[src/hdl/adc_ctrl_pkg.sv]
package adc_ctrl_pkg;
    // width of a conversion result
    localparam int RESULT_WIDTH = 12;
    // words held by the result fifo storage; the output stage holds one more
    localparam int FIFO_DEPTH = 16;
    // one comparator decision per bit
    localparam int CONV_BITS = 12;
    // track/hold acquisition cycles between continuous conversions
    localparam int ACQ_CYCLES = 2;
    // cycles of a triggered conversion: one start cycle plus the bits
    localparam int CONV_CYCLES = 1 + CONV_BITS;
    // cycles of one continuous conversion
    localparam int CONT_CYCLES = ACQ_CYCLES + CONV_BITS;
    // sar trial value for the first decision (msb)
    localparam logic [RESULT_WIDTH-1:0] SAR_FIRST_TRIAL = 12'h800;
    // offset binary to two's complement: invert the msb
    localparam logic [RESULT_WIDTH-1:0] TWOS_FLIP = 12'h800;
    // reset value of the result bus
    localparam logic [RESULT_WIDTH-1:0] RESULT_RESET = 12'h000;
    // index of the last decision
    localparam logic [3:0] LAST_BIT = 4'h0;
    // index of the first decision
    localparam logic [3:0] FIRST_BIT = 4'hB;
    // acquisition counter reload (counts down to zero)
    localparam logic [1:0] ACQ_LOAD = 2'h1;

    // level seen on the mode strap
    typedef enum logic [1:0] {
        STRAP_OPEN,
        STRAP_LOW,
        STRAP_HIGH
    } strap_type;
endpackage

[src/hdl/result_stream_if.sv]
`timescale 1ns/100ps
// carries conversion results from the control logic into the fifo
interface result_stream_if #(
    parameter int WIDTH = 12
);
    logic valid;
    logic ready;
    logic [WIDTH-1:0] data;

    // control logic pushes results
    modport src (output valid, output data, input ready);
    // fifo accepts them
    modport snk (input valid, input data, output ready);
endinterface

[src/hdl/result_fifo.sv]
`timescale 1ns/100ps
// result buffer: storage array plus a registered output stage
module result_fifo #(
    parameter int WIDTH = 12,
    parameter int DEPTH = 16
)
(
    input wire logic i_sys_clk,
    input wire logic i_rst_n,
    input wire logic i_clk_en,
    result_stream_if.snk wr,
    output logic o_rd_valid,
    output logic [WIDTH-1:0] o_rd_data,
    input wire logic i_rd_ready
);
    localparam int AW = $clog2(DEPTH);
    localparam logic [AW:0] DEPTH_C = (AW+1)'(DEPTH);

    logic [WIDTH-1:0] mem [DEPTH]; // storage, no reset needed
    logic [AW-1:0] wr_ptr_reg, wr_ptr_next;
    logic [AW-1:0] rd_ptr_reg, rd_ptr_next;
    logic [AW:0] count_reg, count_next; // words in storage only
    logic out_valid_reg, out_valid_next;
    logic [WIDTH-1:0] out_data_reg, out_data_next;
    logic push; // word accepted this cycle
    logic load; // word moved into the output stage

    // ready is honest: storage full means refuse
    assign wr.ready = (count_reg != DEPTH_C);
    assign o_rd_valid = out_valid_reg;
    assign o_rd_data = out_data_reg;

    // next state of pointers, count and output stage
    always_comb
    begin
        push = wr.valid & wr.ready;
        load = (~out_valid_reg | i_rd_ready) & (count_reg != '0);
        wr_ptr_next = push ? wr_ptr_reg + 1'b1 : wr_ptr_reg;
        rd_ptr_next = load ? rd_ptr_reg + 1'b1 : rd_ptr_reg;
        count_next = count_reg + {{AW{1'b0}}, push} - {{AW{1'b0}}, load};
        out_data_next = load ? mem[rd_ptr_reg] : out_data_reg;
        if (load)
            out_valid_next = 1'b1;
        else if (i_rd_ready)
            out_valid_next = 1'b0;
        else
            out_valid_next = out_valid_reg;
    end

    // register state; clock enable low freezes everything
    always_ff @(posedge i_sys_clk or negedge i_rst_n)
    begin
        if (!i_rst_n)
        begin
            wr_ptr_reg <= '0;
            rd_ptr_reg <= '0;
            count_reg <= '0;
            out_valid_reg <= 1'b0;
            out_data_reg <= '0;
        end
        else if (i_clk_en)
        begin
            wr_ptr_reg <= wr_ptr_next;
            rd_ptr_reg <= rd_ptr_next;
            count_reg <= count_next;
            out_valid_reg <= out_valid_next;
            out_data_reg <= out_data_next;
        end
    end

    // storage write port
    always_ff @(posedge i_sys_clk)
    begin
        if (i_clk_en && push)
            mem[wr_ptr_reg] <= wr.data;
    end
endmodule

[src/hdl/adc_conversion_mode_control.sv]
`timescale 1ns/100ps
// Operation
// - stand-alone: a start falling edge while idle converts
// - always-on modes drive bus, update at end
// - slow-memory: read with select starts conversion
// - slow-memory: busy low for whole conversion
// - previous result stays until busy rises
// - rom: one access holds, starts, reads old
// - continuous: one conversion per 14 cycles
// - continuous: any control high stops conversions
// - decisions latched on rising clock edge only
// - results in two's complement, 4096 codes
// - busy low from start until result
// - conversion takes 13 or 14 cycles
// - start needs start low, no restart
module adc_conversion_mode_control #(
    parameter int WIDTH = 12,
    parameter int DEPTH = 16
)
(
    input wire logic i_sys_clk,
    input wire logic i_rst_n,
    input wire logic i_clk_en,
    input wire adc_ctrl_pkg::strap_type i_mode_strap,
    input wire logic i_convert_start_n,
    input wire logic i_read_n,
    input wire logic i_chip_select_n,
    input wire logic i_comp_above,
    output logic [WIDTH-1:0] o_result_bus_out,
    output logic o_result_bus_oe,
    output logic o_busy_n,
    output logic o_hold,
    output logic o_fifo_valid,
    output logic [WIDTH-1:0] o_fifo_data,
    input wire logic i_fifo_ready
);
    import adc_ctrl_pkg::*;

    // conversion sequencer states
    typedef enum logic [1:0] {
        ST_IDLE,
        ST_SYNC,
        ST_ACQ,
        ST_CONV
    } conv_state_type;

    conv_state_type state_reg, state_next;
    logic [3:0] bit_reg, bit_next; // index of the bit being decided
    logic [1:0] acq_reg, acq_next; // acquisition cycles left minus one
    logic [WIDTH-1:0] sar_reg, sar_next; // trial and kept bits
    logic [WIDTH-1:0] result_reg, result_next; // bus value
    logic busy_n_reg, busy_n_next;
    logic hold_reg, hold_next;
    logic oe_reg, oe_next;
    logic start_prev_reg, start_prev_next; // start condition last cycle
    logic push_reg, push_next; // one-cycle push into the fifo
    logic [WIDTH-1:0] push_data_reg, push_data_next;

    logic start_cond; // all three controls low
    logic start_edge; // start condition newly true
    logic cont_mode; // strap low selects continuous conversion
    logic cont_go; // continuous conversion may proceed
    logic [WIDTH-1:0] sar_decided; // sar with current decision applied
    logic conv_done; // last decision taken this cycle

    result_stream_if #(.WIDTH(WIDTH)) res_if ();

    // the fifo between conversion results and the drain port
    result_fifo #(
        .WIDTH(WIDTH),
        .DEPTH(DEPTH)
    ) u_fifo (
        .i_sys_clk(i_sys_clk),
        .i_rst_n(i_rst_n),
        .i_clk_en(i_clk_en),
        .wr(res_if.snk),
        .o_rd_valid(o_fifo_valid),
        .o_rd_data(o_fifo_data),
        .i_rd_ready(i_fifo_ready)
    );

    assign res_if.valid = push_reg;
    assign res_if.data = push_data_reg;
    assign o_result_bus_out = result_reg;
    assign o_result_bus_oe = oe_reg;
    assign o_busy_n = busy_n_reg;
    assign o_hold = hold_reg;

    // decode of the control pins into trigger terms
    always_comb
    begin
        // same gate for modes 2 to 4: start low with read and select low
        start_cond = ~i_convert_start_n & ~i_read_n & ~i_chip_select_n;
        start_edge = start_cond & ~start_prev_reg;
        cont_mode = (i_mode_strap == STRAP_LOW);
        // fifo back-pressure stalls continuous conversion before it starts
        cont_go = cont_mode & start_cond & res_if.ready;
        // comparator high keeps the trial bit, low drops it
        sar_decided = sar_reg;
        if (!i_comp_above)
            sar_decided[bit_reg] = 1'b0;
        conv_done = (state_reg == ST_CONV) && (bit_reg == LAST_BIT);
    end

    // next-state logic of the sequencer, sar and outputs
    always_comb
    begin
        state_next = state_reg;
        bit_next = bit_reg;
        acq_next = acq_reg;
        sar_next = sar_reg;
        result_next = result_reg;
        push_next = 1'b0;
        push_data_next = push_data_reg;
        start_prev_next = start_cond;
        // bus modes float the bus outside an access
        oe_next = cont_mode | (~i_read_n & ~i_chip_select_n);
        case (state_reg)
            ST_IDLE:
            begin
                // only an idle sequencer starts a triggered conversion
                if (cont_mode)
                begin
                    if (cont_go)
                    begin
                        state_next = ST_ACQ;
                        acq_next = ACQ_LOAD;
                    end
                end
                else if (start_edge)
                begin
                    // enter hold now, first decision next cycle
                    state_next = ST_SYNC;
                end
            end
            ST_SYNC:
            begin
                state_next = ST_CONV;
                bit_next = FIRST_BIT;
                sar_next = SAR_FIRST_TRIAL;
            end
            ST_ACQ:
            begin
                // tracking for the acquisition cycles
                if (!cont_go)
                    state_next = ST_IDLE;
                else if (acq_reg == 2'h0)
                begin
                    state_next = ST_CONV;
                    bit_next = FIRST_BIT;
                    sar_next = SAR_FIRST_TRIAL;
                end
                else
                    acq_next = acq_reg - 2'h1;
            end
            ST_CONV:
            begin
                // one decision per rising edge
                sar_next = sar_decided;
                if (conv_done)
                begin
                    // result appears only at conversion end
                    result_next = sar_decided ^ TWOS_FLIP;
                    push_next = 1'b1;
                    push_data_next = sar_decided ^ TWOS_FLIP;
                    if (cont_go)
                    begin
                        state_next = ST_ACQ;
                        acq_next = ACQ_LOAD;
                    end
                    else
                        state_next = ST_IDLE;
                end
                else
                begin
                    bit_next = bit_reg - 4'h1;
                    sar_next[bit_reg - 4'h1] = 1'b1;
                end
            end
            default:
            begin
                state_next = ST_IDLE;
            end
        endcase
        // busy low and hold engaged while a conversion runs
        hold_next = (state_next == ST_SYNC) || (state_next == ST_CONV);
        busy_n_next = ~hold_next;
    end

    // registers; clock enable low freezes all state
    always_ff @(posedge i_sys_clk or negedge i_rst_n)
    begin
        if (!i_rst_n)
        begin
            state_reg <= ST_IDLE;
            bit_reg <= FIRST_BIT;
            acq_reg <= ACQ_LOAD;
            sar_reg <= RESULT_RESET;
            result_reg <= RESULT_RESET;
            busy_n_reg <= 1'b1;
            hold_reg <= 1'b0;
            oe_reg <= 1'b0;
            // treat the start condition as already true so a tied-low start gives no edge out of reset
            start_prev_reg <= 1'b1;
            push_reg <= 1'b0;
            push_data_reg <= RESULT_RESET;
        end
        else if (i_clk_en)
        begin
            state_reg <= state_next;
            bit_reg <= bit_next;
            acq_reg <= acq_next;
            sar_reg <= sar_next;
            result_reg <= result_next;
            busy_n_reg <= busy_n_next;
            hold_reg <= hold_next;
            oe_reg <= oe_next;
            start_prev_reg <= start_prev_next;
            push_reg <= push_next;
            push_data_reg <= push_data_next;
        end
    end
endmodule

[config.mk]
export PLATFORM = sky130hd
export DESIGN_NAME = adc_conversion_mode_control
export DESIGN_NICKNAME = d
export VERILOG_FILES = /design/src/hdl/adc_ctrl_pkg.sv /design/src/hdl/result_stream_if.sv /design/src/hdl/result_fifo.sv /design/src/hdl/adc_conversion_mode_control.sv
export SDC_FILE = /design/constraint.sdc
export NUM_CORES = 1
export LEC_CHECK = 0
export ABC_AREA = 0
export ABC_CLOCK_PERIOD_IN_PS = 2650
export BUFFER_PORTS_ARGS = -buffer_cell sky130_fd_sc_hd__buf_2
export CAP_MARGIN = 20
export CORE_ASPECT_RATIO = 1.1
export CORE_MARGIN = 1
export CORE_UTILIZATION = 35
export DETAILED_ROUTE_END_ITERATION = 7
export PLACE_DENSITY = 0.51
export SYNTH_ARGS = -nofsm -noshare
export SYNTH_HDL_FRONTEND = slang
export SYNTH_SLANG_ARGS = --single-unit
[constraint.sdc]
create_clock -name i_sys_clk -period 2.65 [get_ports i_sys_clk]
set_input_delay 0.265 -clock i_sys_clk [delete_from_list [all_inputs] [get_ports i_sys_clk]]
set_output_delay 0.265 -clock i_sys_clk [all_outputs]
set_load 0.005 [all_outputs]
After elaboration in Yosys (flattened, before gate mapping)
Memories as Yosys holds them, arrays and structs flattened. A register that Yosys moved wholly into a read port is not among the register bits.
Index checks and enable logic that the tools add are counted.
{ "classes": {"addsub": 6, "order_cmp": 4, "n_eq_ne": 13, "n_mux": 33, "bitwise_logic": 20, "reduce_logical": 20} }
{ "ops": {"columns": ["op", "count"], "rows": [
  ["two-way mux 12 bit", 4],
  ["one-hot mux 12 bit (3 select lines)", 1],
  ["two-way mux 2 bit", 12],
  ["AND 12 bit", 1],
  ["two-way mux 4 bit", 3],
  ["inequality test 2 bit, second input constant", 6],
  ["NOT 12 bit", 1],
  ["bitwise OR 12 bit", 1],
  ["one-hot mux 4 bit (3 select lines)", 1],
  ["less-than comparator 4 x 5 -> 1 bit, second input constant", 2],
  ["adder 4 x 1 -> 4 bit, second input constant", 2],
  ["AND 1 bit", 8],
  ["demux 1 bit (select 4 bit)", 2],
  [">= comparator 4 x 1 -> 1 bit, second input constant", 2],
  ["two-way mux 1 bit", 8],
  ["one-hot mux 2 bit (4 select lines)", 1],
  ["NOT 1 bit", 7],
  ["== test 2 x 1 -> 1 bit, second input constant", 3],
  ["== test 2 bit, second input constant", 3],
  ["one-hot mux 2 bit (3 select lines)", 1],
  ["AND reduction 2 bit", 3],
  ["AND reduction 6 bit", 1],
  ["nonzero test 3 bit", 2],
  ["adder 5 x 1 -> 5 bit", 1],
  ["other kinds (15)", 20]
]} }
{ "totals": {"register_bits": 51, "mem_bits_rw": 192, "input_bits": 10, "output_inout_bits": 28, "elab_cells": 111, "mem_count": 1} }
{ "memory_table": {"columns": ["memory", "words", "word_bits", "read_ports", "rd_clocked_by_memory_dff", "wr", "line", "rtl"], "rows": [
  ["u_fifo.mem", 16, 12, 1, 1, 1, "result_fifo.sv:19", "logic [WIDTH-1:0] mem [DEPTH];"]
]} }

Depth between registers and ports, before layout
Gate-level depths: netlist of run 1.
{ "depth": {"ltp_word": 11, "ltp_mapped": 12, "ltp_nobuf": 12} }

Modules after synthesis
From an unflattened synthesis of run 1, not the netlist that was laid out.
{ "hier_totals": {"cells_unflattened": 637, "area_unflattened_um2": 10721.5} }
{ "modules_own_cells": {"columns": ["mod", "instances", "cells_each", "area_each_um2", "seq_area_each_um2"], "rows": [
  ["result_fifo", 1, 422, 8669.6, 6416.2],
  ["adc_conversion_mode_control", 1, 215, 2052.0, 933.4]
]} }

Worst setup path before layout of run 1
No wires, ideal clock.
{ "synth_timing": {"path_kind": "register to register", "startpoint": "register u_fifo.count_reg[2]", "endpoint": "memory u_fifo.mem[3][0] (enable)", "setup_time_ns": 0.396, "arrival_ns": 2.051, "t_required_ns": 2.254, "setup_slack_ns": 0.203, "path_stages_with_launch": 8, "path_buffers": 1, "period_less_slack_ns": 2.447, "cell_sequence": "dfrtp_1 -> inv_1 -> ha_1 -> nand4bb_2 -> and3_1 -> buf_2 -> nand2_1 -> nor3_1"} }
{ "synth_via": {"elab_chain_cells": 5} }
{ "synth_rtl": {"columns": ["item", "line", "rtl"], "rows": [
  ["start: declaration", "result_fifo.sv:22", "logic [AW:0] count_reg, count_next;"],
  ["start signal: assignment", "result_fifo.sv:65", "count_reg <= count_next;"],
  ["inequality test 5 bit", "result_fifo.sv:29", "assign wr.ready = (count_reg != DEPTH_C);"],
  ["AND 1 bit", "result_fifo.sv:36", "push = wr.valid & wr.ready;"],
  ["logical AND 1 bit", "result_fifo.sv:74", "if (i_clk_en && push)"],
  ["two-way mux 1 bit", "result_fifo.sv:74", null],
  ["two-way mux 1 bit (implied by the code)", "result_fifo.sv:75", "mem[wr_ptr_reg] <= wr.data;"],
  ["end: declaration", "result_fifo.sv:19", null]
]} }
Every way passes these cells.

Final worst setup path of run 1
{ "layout_timing": {"startpoint": "register u_fifo.count_reg[3]", "endpoint": "register u_fifo.count_reg[4]"} }
{ "layout_via": {"elab_cells_between_ends": 6, "classes_between": "add/sub: 2; eq/ne: 1; bitwise: 2; reduce/logical: 1"} }
{ "layout_rtl": {"columns": ["item", "line", "rtl"], "rows": [
  ["nonzero test 5 bit", "result_fifo.sv:37", "load = (~out_valid_reg | i_rd_ready) & (count_reg != '0);"],
  ["AND 1 bit", "result_fifo.sv:37", null],
  ["net u_fifo.load", "result_fifo.sv:26", "logic load;"],
  ["subtractor 5 x 1 -> 5 bit", "result_fifo.sv:40", "count_next = count_reg + {{AW{1'b0}}, push} - {{AW{1'b0}}, load};"]
]} }
The timed path passes the listed nets, and every way through them passes these cells.
A chain may end at the register's enable or synchronous reset.

==> impl_metrics.json, run 1 <==
{
  "synth_seq_cells": 255,
  "dpl_cell_area_sq_um": 11400,
  "numCtsBuffers": 28,
  "die_w_um": 168,
  "critPathCaptureType": "flop",
  "crit_type": "flop to flop",
  "grt_pass1_vias": 6053,
  "hold_viol_final": 0,
  "status": "finished, final reports clean",
  "postSynthCellCount": 630,
  "largest_reg_flops": 192,
  "drtPass1Iterations": 5,
  "tritoncts": "built",
  "portBuffers": 37,
  "async_flop_share_pct": 24.7,
  "die_y_um": 185,
  "slew_violations": 0,
  "rsz0062_at_grt": "no",
  "syn_area_sq_um": 10700,
  "design.core.area_sq_um": 29700,
  "final_cell_mix": "edfxtp_1 (192), dfrtp_1 (55), mux4_2 (44)",
  "min_period_ps": 2520,
  "finalSetupTns_ps": 0,
  "clk_pin_slew_ps": 60,
  "root_buffer": "clkbuf_16",
  "setup_violations": 0,
  "max-cap-violations": 0,
  "clk_path_buf_depth": 3,
  "drt_iter0_drc": 414,
  "arrival_ps": 2970,
  "syn_area_per_cell_sq_um": 16.9,
  "ios": 38,
  "final_common_cell": "edfxtp_1",
  "synth-edff-count": 192,
  "peakVddDrop_v": 0.000554,
  "cellPowerDensity_nw_per_um2": 989,
  "synth_cell_types": 65,
  "antenna_found_initial": 0,
  "yosysSeqAreaShare_pct": 68.9,
  "clock-sinks": 255,
  "fin_crit_sh_pct": 95.2,
  "crit_path_start_kind": "flop",
  "yosys_warnings": 0,
  "design.die.area_sq_um": 31200,
  "cp_data_required_time_ps": 3090,
  "crit_family": "adder cells",
  "hp-class": "input pin to flop",
  "crit_start": "u_fifo.count_reg[3]",
  "vias": 5707,
  "power.total_mw": 12.2,
  "overflow": 0,
  "fin_skew_ps": 21.1,
  "post-route-drc-count": 0,
  "crit_fanout": 3,
  "grt_usage_pct": 15.3,
  "clock_latency_ps": 550,
  "ant_nets": 0,
  "synth_nets": 657,
  "power_leakage_nw": 4.43,
  "maxSlewHeadroom_pct": 54.8,
  "slowest_stage": "dfrtp_1",
  "max_freq_mhz": 396,
  "design_area_sq_um": 12300,
  "wirelength_um": 23000,
  "worst_pin_slew_ps": 679,
  "area_delta_synth_final_pct": 15.7,
  "r2r-start": "u_fifo.count_reg[3]",
  "path_cells": "inv_2 > ha_4 > nor4b_4 > nor2_1 > ha_1 > inv_1 > ha_2 > fa_2 > a21oi_2 > o21bai_1 > mux2i_1 > xor2_1",
  "n_antenna_cell": 0,
  "avgViaCountPerCell": 5.21,
  "top_register": "u_fifo.mem",
  "ys.flop_type": "edfxtp_1",
  "hpwl_um": 15100,
  "critPathBufInv": 2,
  "wl_per_cell_um": 21.0,
  "drive_gt1_share_pct": 27.0,
  "max_stage_delay_ps": 410,
  "hold_start": "i_convert_start_n",
  "grt_pass1_wl_um": 36200,
  "layout.nets": 728,
  "h-tree-depth": 1,
  "rows": 66,
  "grt_max_degree": 43,
  "place.gp.congestion": 0.796,
  "start_util_pct": 35.9
}
where the power goes:
group | switching [mW] | total [mW] | internal (mW) | leakage, nW
combinational | 1.68 | 3.27 | 1.59 | 1.47
sequential | 0.550 | 5.26 | 4.71 | 2.54
clock | 1.54 | 3.67 | 2.13 | 0.420
total | 3.76 | 12.2 | 8.44 | 4.43
Yosys cell counts, types with 3 or more instances:
master	n	area (sq um)
a21o_1	4	30.0
a21oi_1	9	45.0
a221oi_2	10	150
a22o_1	11	96.3
and2_1	3	18.8
buf_12	3	60.1
buf_2	12	60.1
buf_4	3	22.5
buf_6	4	45.0
clkbuf_1	9	33.8
dfrtp_1	57	1430
dfstp_2	6	158
edfxtp_1	192	5770
ha_1	16	200
inv_1	15	56.3
mux2i_1	14	140
mux4_1	4	105
mux4_2	44	991
nand2_1	42	158
nand2b_1	10	62.6
nand3_1	5	25.0
nor2_1	40	150
nor3_1	7	35.0
o21ai_0	42	210
o22ai_1	11	68.8
xnor2_1	7	61.3
through the flow:
| stage | utilization [%] | hold slack, ps | instances | worst slack (ps) |
|---|---|---|---|---|
| 6_report | 41.5 | 24.5 | 1096 | 128 |
| 5_1_grt | 41.5 | 22.1 | 1096 | 8.28 |
| 4_1_cts | 41.4 | 1.11 | 1094 | 9.70 |
| 3_5_place_dp | 38.3 | 474 | 1041 | -20.4 |
| 3_3_place_gp | 38.3 | 464 | 1041 | 136 |
| 2_1_floorplan | - | -30.6 | 630 | 203 |
path summary, 6_finish.rpt:
kind | end | slack [ps] | cells after the start
max in group asynchronous | push_data_reg[8] | 1850 | 4
worst min register to register | o_busy_n | 480 | 2
worst max-delay path | u_fifo.count_reg[4] | 130 | 12
worst max register to register | u_fifo.count_reg[4] | 130 | 12
min in group asynchronous | push_data_reg[3] | 80 | 2
worst min-delay path | start_prev_reg | 20 | 4
worst min-delay path, cell delays in order:
cell,delay (ps)
buf_2,100
nor3_4,60
nand2_1,50
o21ai_0,80
final cells by class:
class / count / area, sq um
sequential: 255 / 7350
clock buffer: 33 / 719
clock inverter: 18 / 161
fill: 2691 / 17400
inverter: 16 / 60.1
timing repair buffer: 75 / 526
multi-input combinational: 325 / 3040
tap: 374 / 468
repair_timing:
item | CTS | global route
endpoints found under the setup margin | 1 | 1
setup buffers | 0 | 1
cloned | 0 | 0
resized for setup | 2 | 5
hold endpoints to repair | 35 | 0
pin swaps | 0 | 1
hold buffers | 2 | 0
cells by family (layout without fill, tap and decap cells):
family                     count (synthesis)  in the layout  synth area share (%)
AOI/OAI and AO/OA                        104            104                  7.01
buffers and inverters                     50            142                  2.96
muxes                                     65             65                  11.9
xor gates and xnor gates                   9              9                 0.739
DFF                                      255            255                  68.9
adders and majority gates                 17             17                  2.07
and+or+nand+nor                          130            130                  6.38
layer usage:
| metal | vias up | track usage [%] | routed length, um |
|---|---|---|---|
| li1 | 2592 | - | - |
| met1 | 2963 | 20.1 | 10100 |
| met3 | 30 | 1.86 | 724 |
| met4 | 0 | 4.18 | 472 |
| met5 | - | 0 | 0 |
| met2 | 122 | 26.8 | 11700 |
(Power assumes the default switching activity.)
==> run 2: changes to the inputs <==
--- a/config.mk
+++ b/config.mk
@@ -16,4 +16,5 @@
 export PLACE_DENSITY = 0.51
 export SYNTH_ARGS = -nofsm -noshare
 export SYNTH_HDL_FRONTEND = slang
+export SYNTH_HIERARCHICAL = 1
 export SYNTH_SLANG_ARGS = --single-unit
==> impl_metrics.json, run 2 <==
{
  "design_area_sq_um": 12600,
  "maxSlewHeadroom_pct": 47.9,
  "synth-edff-count": 192,
  "ys_top_cells_by_area": "edfxtp_1 (54%), dfrtp_1 (13%), mux4_2 (6.3%)",
  "synth.largest_area_cell": "edfxtp_1",
  "place.gp.congestion": 0.808,
  "grt_max_degree": 52,
  "r2r_cells": 14,
  "grt_pass1_wl_um": 36400,
  "setup_violations": 1,
  "async_flop_share_pct": 24.7,
  "tritoncts": "built",
  "slew_violations": 0,
  "hold_viol_final": 0,
  "fin_skew_ps": 13.0,
  "h-tree-depth": 1,
  "status": "finished, violations left",
  "ys.flop_type": "edfxtp_1",
  "final_cell_mix": "edfxtp_1 (192), dfrtp_1 (55), buf_4 (43)",
  "min_period_ps": 2690,
  "crit_type": "flop to flop",
  "design.die.area_sq_um": 31300,
  "grt_usage_pct": 15.5,
  "path_cells": "inv_2 > ha_4 > nor4b_4 > nor2_2 > ha_1 > inv_2 > ha_4 > inv_2 > fa_2 > nand2b_4 > a21oi_4 > or3_4 > a21boi_2 > xor2_1",
  "yosys_warnings": 6,
  "clock-sinks": 255,
  "fin_ws_ps": -40.6,
  "die_w_um": 169,
  "critPathCaptureType": "flop",
  "synth_seq_cells": 255,
  "drt_iter0_drc": 425,
  "dpl_cell_area_sq_um": 11500,
  "crit_family": "simple AND/OR/NAND/NOR gates",
  "die_y_um": 186,
  "violations": "setup timing",
  "numCtsBuffers": 27,
  "post-route-drc-count": 0,
  "synthDominantCellAreaShare_pct": 53.8,
  "slowest_stage": "dfrtp_1",
  "start_util_pct": 36.0,
  "grt_pass1_vias": 6155,
  "ant_nets": 0,
  "crit_path_start_kind": "flop",
  "yosysMostFrequentCell": "edfxtp_1",
  "avgViaCountPerCell": 5.07,
  "holdPathStages": 3,
  "fin_crit_sh_pct": 102,
  "synth_cell_types": 58,
  "design.core.area_sq_um": 29800,
  "rsz0062_at_grt": "yes",
  "power.total_mw": 13.7,
  "drive_gt1_share_pct": 29.3,
  "wirelength_um": 23100,
  "hpwl_um": 14700,
  "portBuffers": 37,
  "synth_nets": 667,
  "crit_fanout": 2,
  "peakVddDrop_v": 0.000505,
  "vias": 5793,
  "drtPass1Iterations": 5,
  "top_register": "u_fifo/mem",
  "clk_pin_slew_ps": 60,
  "critPathMostFrequentCell": "inv_2",
  "clk_path_buf_depth": 3,
  "path_depth": 14,
  "max-cap-violations": 0,
  "largest_reg_flops": 192,
  "syn_area_sq_um": 10700,
  "n_antenna_cell": 0,
  "syn_area_per_cell_sq_um": 16.8,
  "power_leakage_nw": 4.55,
  "worst_pin_slew_ps": 781,
  "yosysSeqAreaShare_pct": 68.5,
  "critPathBufInv": 3,
  "area_delta_synth_final_pct": 17.9,
  "ios": 38,
  "wl_per_cell_um": 20.2,
  "synth_common_cells": "edfxtp_1 (192), dfrtp_1 (57), o21ai_0 (34)",
  "root_buffer": "clkbuf_16",
  "cp_data_required_time_ps": 3080,
  "max_freq_mhz": 372,
  "postSynthCellCount": 637,
  "rows": 66,
  "max_stage_delay_ps": 410,
  "final_common_cell": "edfxtp_1",
  "hp-class": "input pin to flop",
  "cellPowerDensity_nw_per_um2": 1080,
  "antenna_found_initial": 0,
  "arrival_ps": 3120,
  "clock_latency_ps": 530,
  "overflow": 0,
  "finish.utilization_pct": 42.4,
  "layout.nets": 744
}
## run 2: changes by cell type after synthesis, sizes merged, moves of 4 or more
| cell | delta |
|---|---|
| o21ai | -7 |
| a22o | -11 |
| mux2 | +12 |
| buf | +4 |
| o22ai | +14 |
| a21oi | +8 |
| nor2 | -13 |
| nand3 | +6 |
| a221oi | -12 |
| or3 | +4 |
| inv | +4 |
| nand2 | -11 |
| mux2i | -11 |
## run 2: metrics by stage
stage	hold slack, ps	cells	setup WS [ps]	setup TNS [ps]
global route	36.8	1143	-142	-142
global placement	383	1082	-26.7	-26.7
floorplan	-30.6	637	77.9	0
finish	41.6	1143	-40.6	-40.6
detailed placement	401	1082	-320	-320
CTS	16.9	1140	-9.93	-9.93
## run 2: cells by family after synthesis
group                      synth area share [%]
and+or+nand+nor                            5.66
muxes                                      12.6
DFF                                        68.5
buffers and inverters                      2.84
adders and majority gates                  2.40
AOI/OAI and AO/OA                          7.17
xor gates and xnor gates                  0.817
## run 2: cell type report
type	instances	area, sq um
Multi-Input combinational cell	325	3170
Clock buffer	34	752
Inverter	20	75.1
Timing Repair Buffer	85	598
Clock inverter	16	179
Sequential cell	255	7350
Fill cell	2685	17200
Tap cell	408	510
## run 2: final timing paths
path / from / end / slack, ps
max: u_fifo/count_reg[2] / u_fifo/count_reg[4] / -40
min: i_fifo_ready / u_fifo/o_rd_valid / 40
max reg2reg: u_fifo/count_reg[2] / u_fifo/count_reg[4] / -40
min reg2reg: sar_reg[9] / sar_reg[9] / 490
max in group asynchronous: i_rst_n / u_fifo/rd_ptr_reg[3] / 1610
min in group asynchronous: i_rst_n / o_result_bus_oe / 350
## run 2: repair_timing
item,in CTS,in global routing
buffers inserted,7,3
gates cloned,0,0
resized for setup,12,7
hold endpoints to repair,26,0
pin swaps,5,8
setup endpoints to repair,1,1
hold buffers,1,0
## run 2: per-layer routing
layer | GRT usage, % | vias to the layer above | wire (um)
met5 | 0 | - | 0
met2 | 28.0 | 104 | 12000
met4 | 3.31 | 0 | 364
met3 | 2.11 | 30 | 772
met1 | 19.7 | 3003 | 9950
li1 | - | 2656 | -
## run 2: where the power goes
group | leakage (nW) | internal, mW | total, mW | switching [mW]
Combinational | 1.59 | 1.95 | 3.92 | 1.97
Clock | 0.466 | 2.39 | 3.88 | 1.49
Sequential | 2.49 | 5.08 | 5.86 | 0.786
Total | 4.55 | 9.41 | 13.7 | 4.24
## run 2: worst reg2reg max path, stage by stage (launching register included)
cell and delay, ps:
dfrtp_1 410, inv_2 100, ha_4 140, nor4b_4 240, nor2_2 90, ha_1 300, inv_2 50, ha_4 150
inv_2 50, fa_2 200, nand2b_4 140, a21oi_4 60, or3_4 370, a21boi_2 150, xor2_1 180
==> run 3: changes to the inputs <==
--- a/config.mk
+++ b/config.mk
@@ -5,7 +5,7 @@
 export SDC_FILE = /design/constraint.sdc
 export NUM_CORES = 1
 export LEC_CHECK = 0
-export ABC_AREA = 0
+export ABC_AREA = 1
 export ABC_CLOCK_PERIOD_IN_PS = 2650
 export BUFFER_PORTS_ARGS = -buffer_cell sky130_fd_sc_hd__buf_2
 export CAP_MARGIN = 20
==> constraint.sdc (replaced) <==
create_clock -name i_sys_clk -period 2.65 [get_ports i_sys_clk]
set_input_delay 0.1325 -clock i_sys_clk [delete_from_list [all_inputs] [get_ports i_sys_clk]]
set_output_delay 0.1325 -clock i_sys_clk [all_outputs]
set_load 0.005 [all_outputs]
==> impl_metrics.json, run 3 <==
{
  "synth-edff-count": 192,
  "fin_crit_sh_pct": 92.0,
  "n_antenna_cell": 0,
  "min_period_ps": 2440,
  "peakVddDrop_v": 0.000531,
  "h-tree-depth": 1,
  "yosys_warnings": 6,
  "power.total_mw": 13.8,
  "layout.nets": 1304,
  "grtUsageMet3_pct": 1.91,
  "largest_reg_flops": 192,
  "synth_nets": 1244,
  "busiest_layer": "met2",
  "vias": 7962,
  "syn_area_sq_um": 11600,
  "synth_cell_types": 32,
  "synth_seq_cells": 255,
  "hp-class": "input pin to flop",
  "critPathBufInv": 5,
  "ios": 38,
  "max_freq_mhz": 410,
  "design.die.area_sq_um": 34000,
  "finalSetupTns_ps": 0,
  "slew_violations": 0,
  "drtPass1Iterations": 5,
  "path_cells": "inv_2 > ha_2 > nand4_1 > o21ai_2 > inv_1 > ha_1 > inv_1 > ha_1 > inv_1 > fa_2 > inv_2 > a21oi_1 > o21bai_1 > xor2_1 > nand2_1 > nand2_1",
  "status": "finished, final reports clean",
  "grt_util_met1_pct": 24.5,
  "design.core.area_sq_um": 32500,
  "synth.largest_area_cell": "edfxtp_1",
  "setup_violations": 0,
  "post-route-drc-count": 0,
  "critPathCaptureType": "flop",
  "grt_pass1_wl_um": 44400,
  "maxSlewHeadroom_pct": 42.6,
  "final_common_cell": "nand2_1",
  "postSynthCellCount": 1214,
  "dp_slack_ps": 130,
  "hpwl_um": 17400,
  "grt_pass1_vias": 7454,
  "clock_latency_ps": 540,
  "tritoncts": "built",
  "die_y_um": 193,
  "fill_cells": 3170,
  "ys_top_cells_by_area": "edfxtp_1 (50%), nand2_1 (14%), dfrtp_1 (12%)",
  "crit_type": "flop to flop",
  "hold_viol_final": 0,
  "yosysMostFrequentCell": "nand2_1",
  "final_cell_mix": "nand2_1 (426), edfxtp_1 (192), inv_1 (184)",
  "grt_usage_pct": 17.0,
  "power_leakage_nw": 6.09,
  "crit_path_start_kind": "flop",
  "wl_per_cell_um": 16.5,
  "drt_iter0_drc": 653,
  "root_buffer": "clkbuf_16",
  "overflow": 0,
  "syn_area_per_cell_sq_um": 9.59,
  "yosysSeqAreaShare_pct": 63.1,
  "portBuffers": 37,
  "start_util_pct": 35.8,
  "synth_common_cells": "nand2_1 (426), edfxtp_1 (192), inv_1 (188)",
  "cellPowerDensity_nw_per_um2": 1030,
  "antenna_found_initial": 0,
  "drive_gt1_share_pct": 10.6,
  "place.gp.congestion": 0.799,
  "critPathMostFrequentCell": "inv_1",
  "synthDominantCellAreaShare_pct": 49.5,
  "crit_family": "adder cells",
  "ys.flop_type": "edfxtp_1",
  "arrival_ps": 2920,
  "die_w_um": 176,
  "async_flop_share_pct": 24.7,
  "max_stage_delay_ps": 390,
  "rsz0062_at_grt": "no",
  "avgViaCountPerCell": 4.62,
  "wirelength_um": 28400,
  "ant_nets": 0,
  "gr-usage-met2_pct": 27.0,
  "slowest_stage": "dfrtp_1",
  "clk_pin_slew_ps": 60,
  "clk_path_buf_depth": 3,
  "crit_fanout": 3,
  "top_register": "u_fifo/mem",
  "max-cap-violations": 0,
  "grt_max_degree": 100,
  "clock-sinks": 255,
  "area_delta_synth_final_pct": 14.5,
  "numCtsBuffers": 28,
  "fin_ws_ps": 213,
  "worst_pin_slew_ps": 861,
  "fin_skew_ps": 24.7,
  "rows": 69,
  "cp_data_required_time_ps": 3130
}
==> run 3: timing repair <==
action | 4_1_cts | 5_1_grt
hold buffers | 9 | 0
gates resized for setup | 0 | 7
hold endpoints to repair | 31 | 0
setup buffers | 0 | 2
endpoints found under the setup margin | 0 | 1
==> run 3: report_power, final <==
group / leakage (nW) / switching, mW / internal (mW)
clock: 0.413 / 1.53 / 2.14
combinational: 3.12 / 2.95 / 1.45
sequential: 2.56 / 0.718 / 5.00
total: 6.09 / 5.19 / 8.59
==> run 3: cell families after synthesis <==
family,Yosys count,share of synthesized area (%)
AND/OR/NAND/NOR,646,23.1
flip-flops,255,63.1
buffers and inverters,243,8.80
AO/OA/AOI/OAI,43,2.30
adder cells (fa/ha/maj),20,2.21
XOR/XNOR,7,0.526
==> run 3: metal layers <==
metal / vias up / part of all wire (%)
met3: 38 / 3.6
met1: 3783 / 47
li1: 4001 / -
met4: 0 / 2.2
met5: - / 0
met2: 140 / 48
==> run 3: cell type report <==
cell class                 instances  area (sq um)  area share, %
multi-input combinational        716          3280           24.6
inverter                         194           729           5.47
clock buffer                      46           800           5.99
sequential                       255          7350           55.1
timing repair buffer              79           586           4.39
clock inverter                     6          56.3          0.422
tap                              426           533           4.00
==> run 3: worst register-to-register path: cells and delay by family (launching register included) <==
| kind | cells | cell delay [ps] |
|---|---|---|
| adders and majority gates | 4 | 950 |
| buffers and inverters | 5 | 330 |
| and+or+nand+nor | 3 | 240 |
| AOI/OAI and AO/OA | 3 | 310 |
| xor gates and xnor gates | 1 | 160 |
| DFF | 1 | 390 |
==> run 3: worst paths after layout <==
kind	depth (start not counted)	slack, ps	endpoint	start
min	4	40	bit_reg[3]	i_clk_en
max	16	210	u_fifo/count_reg[4]	u_fifo/count_reg[2]
min reg2reg	2	470	sar_reg[9]	sar_reg[9]
max in group asynchronous	3	1770	bit_reg[1]	i_rst_n
max reg2reg	16	210	u_fifo/count_reg[4]	u_fifo/count_reg[2]
min in group asynchronous	2	180	acq_reg[1]	i_rst_n
==> run 3: metrics by stage <==
step	cells	area [sq um]	hold WS (ps)	utilization, %
6_report	1722	13300	40.5	41.0
5_1_grt	1722	13300	55.3	41.0
4_1_cts	1720	13300	5.47	40.9
3_5_place_dp	1659	12400	245	38.0
3_3_place_gp	1659	12400	230	38.0
2_1_floorplan	1214	11600	-163	-
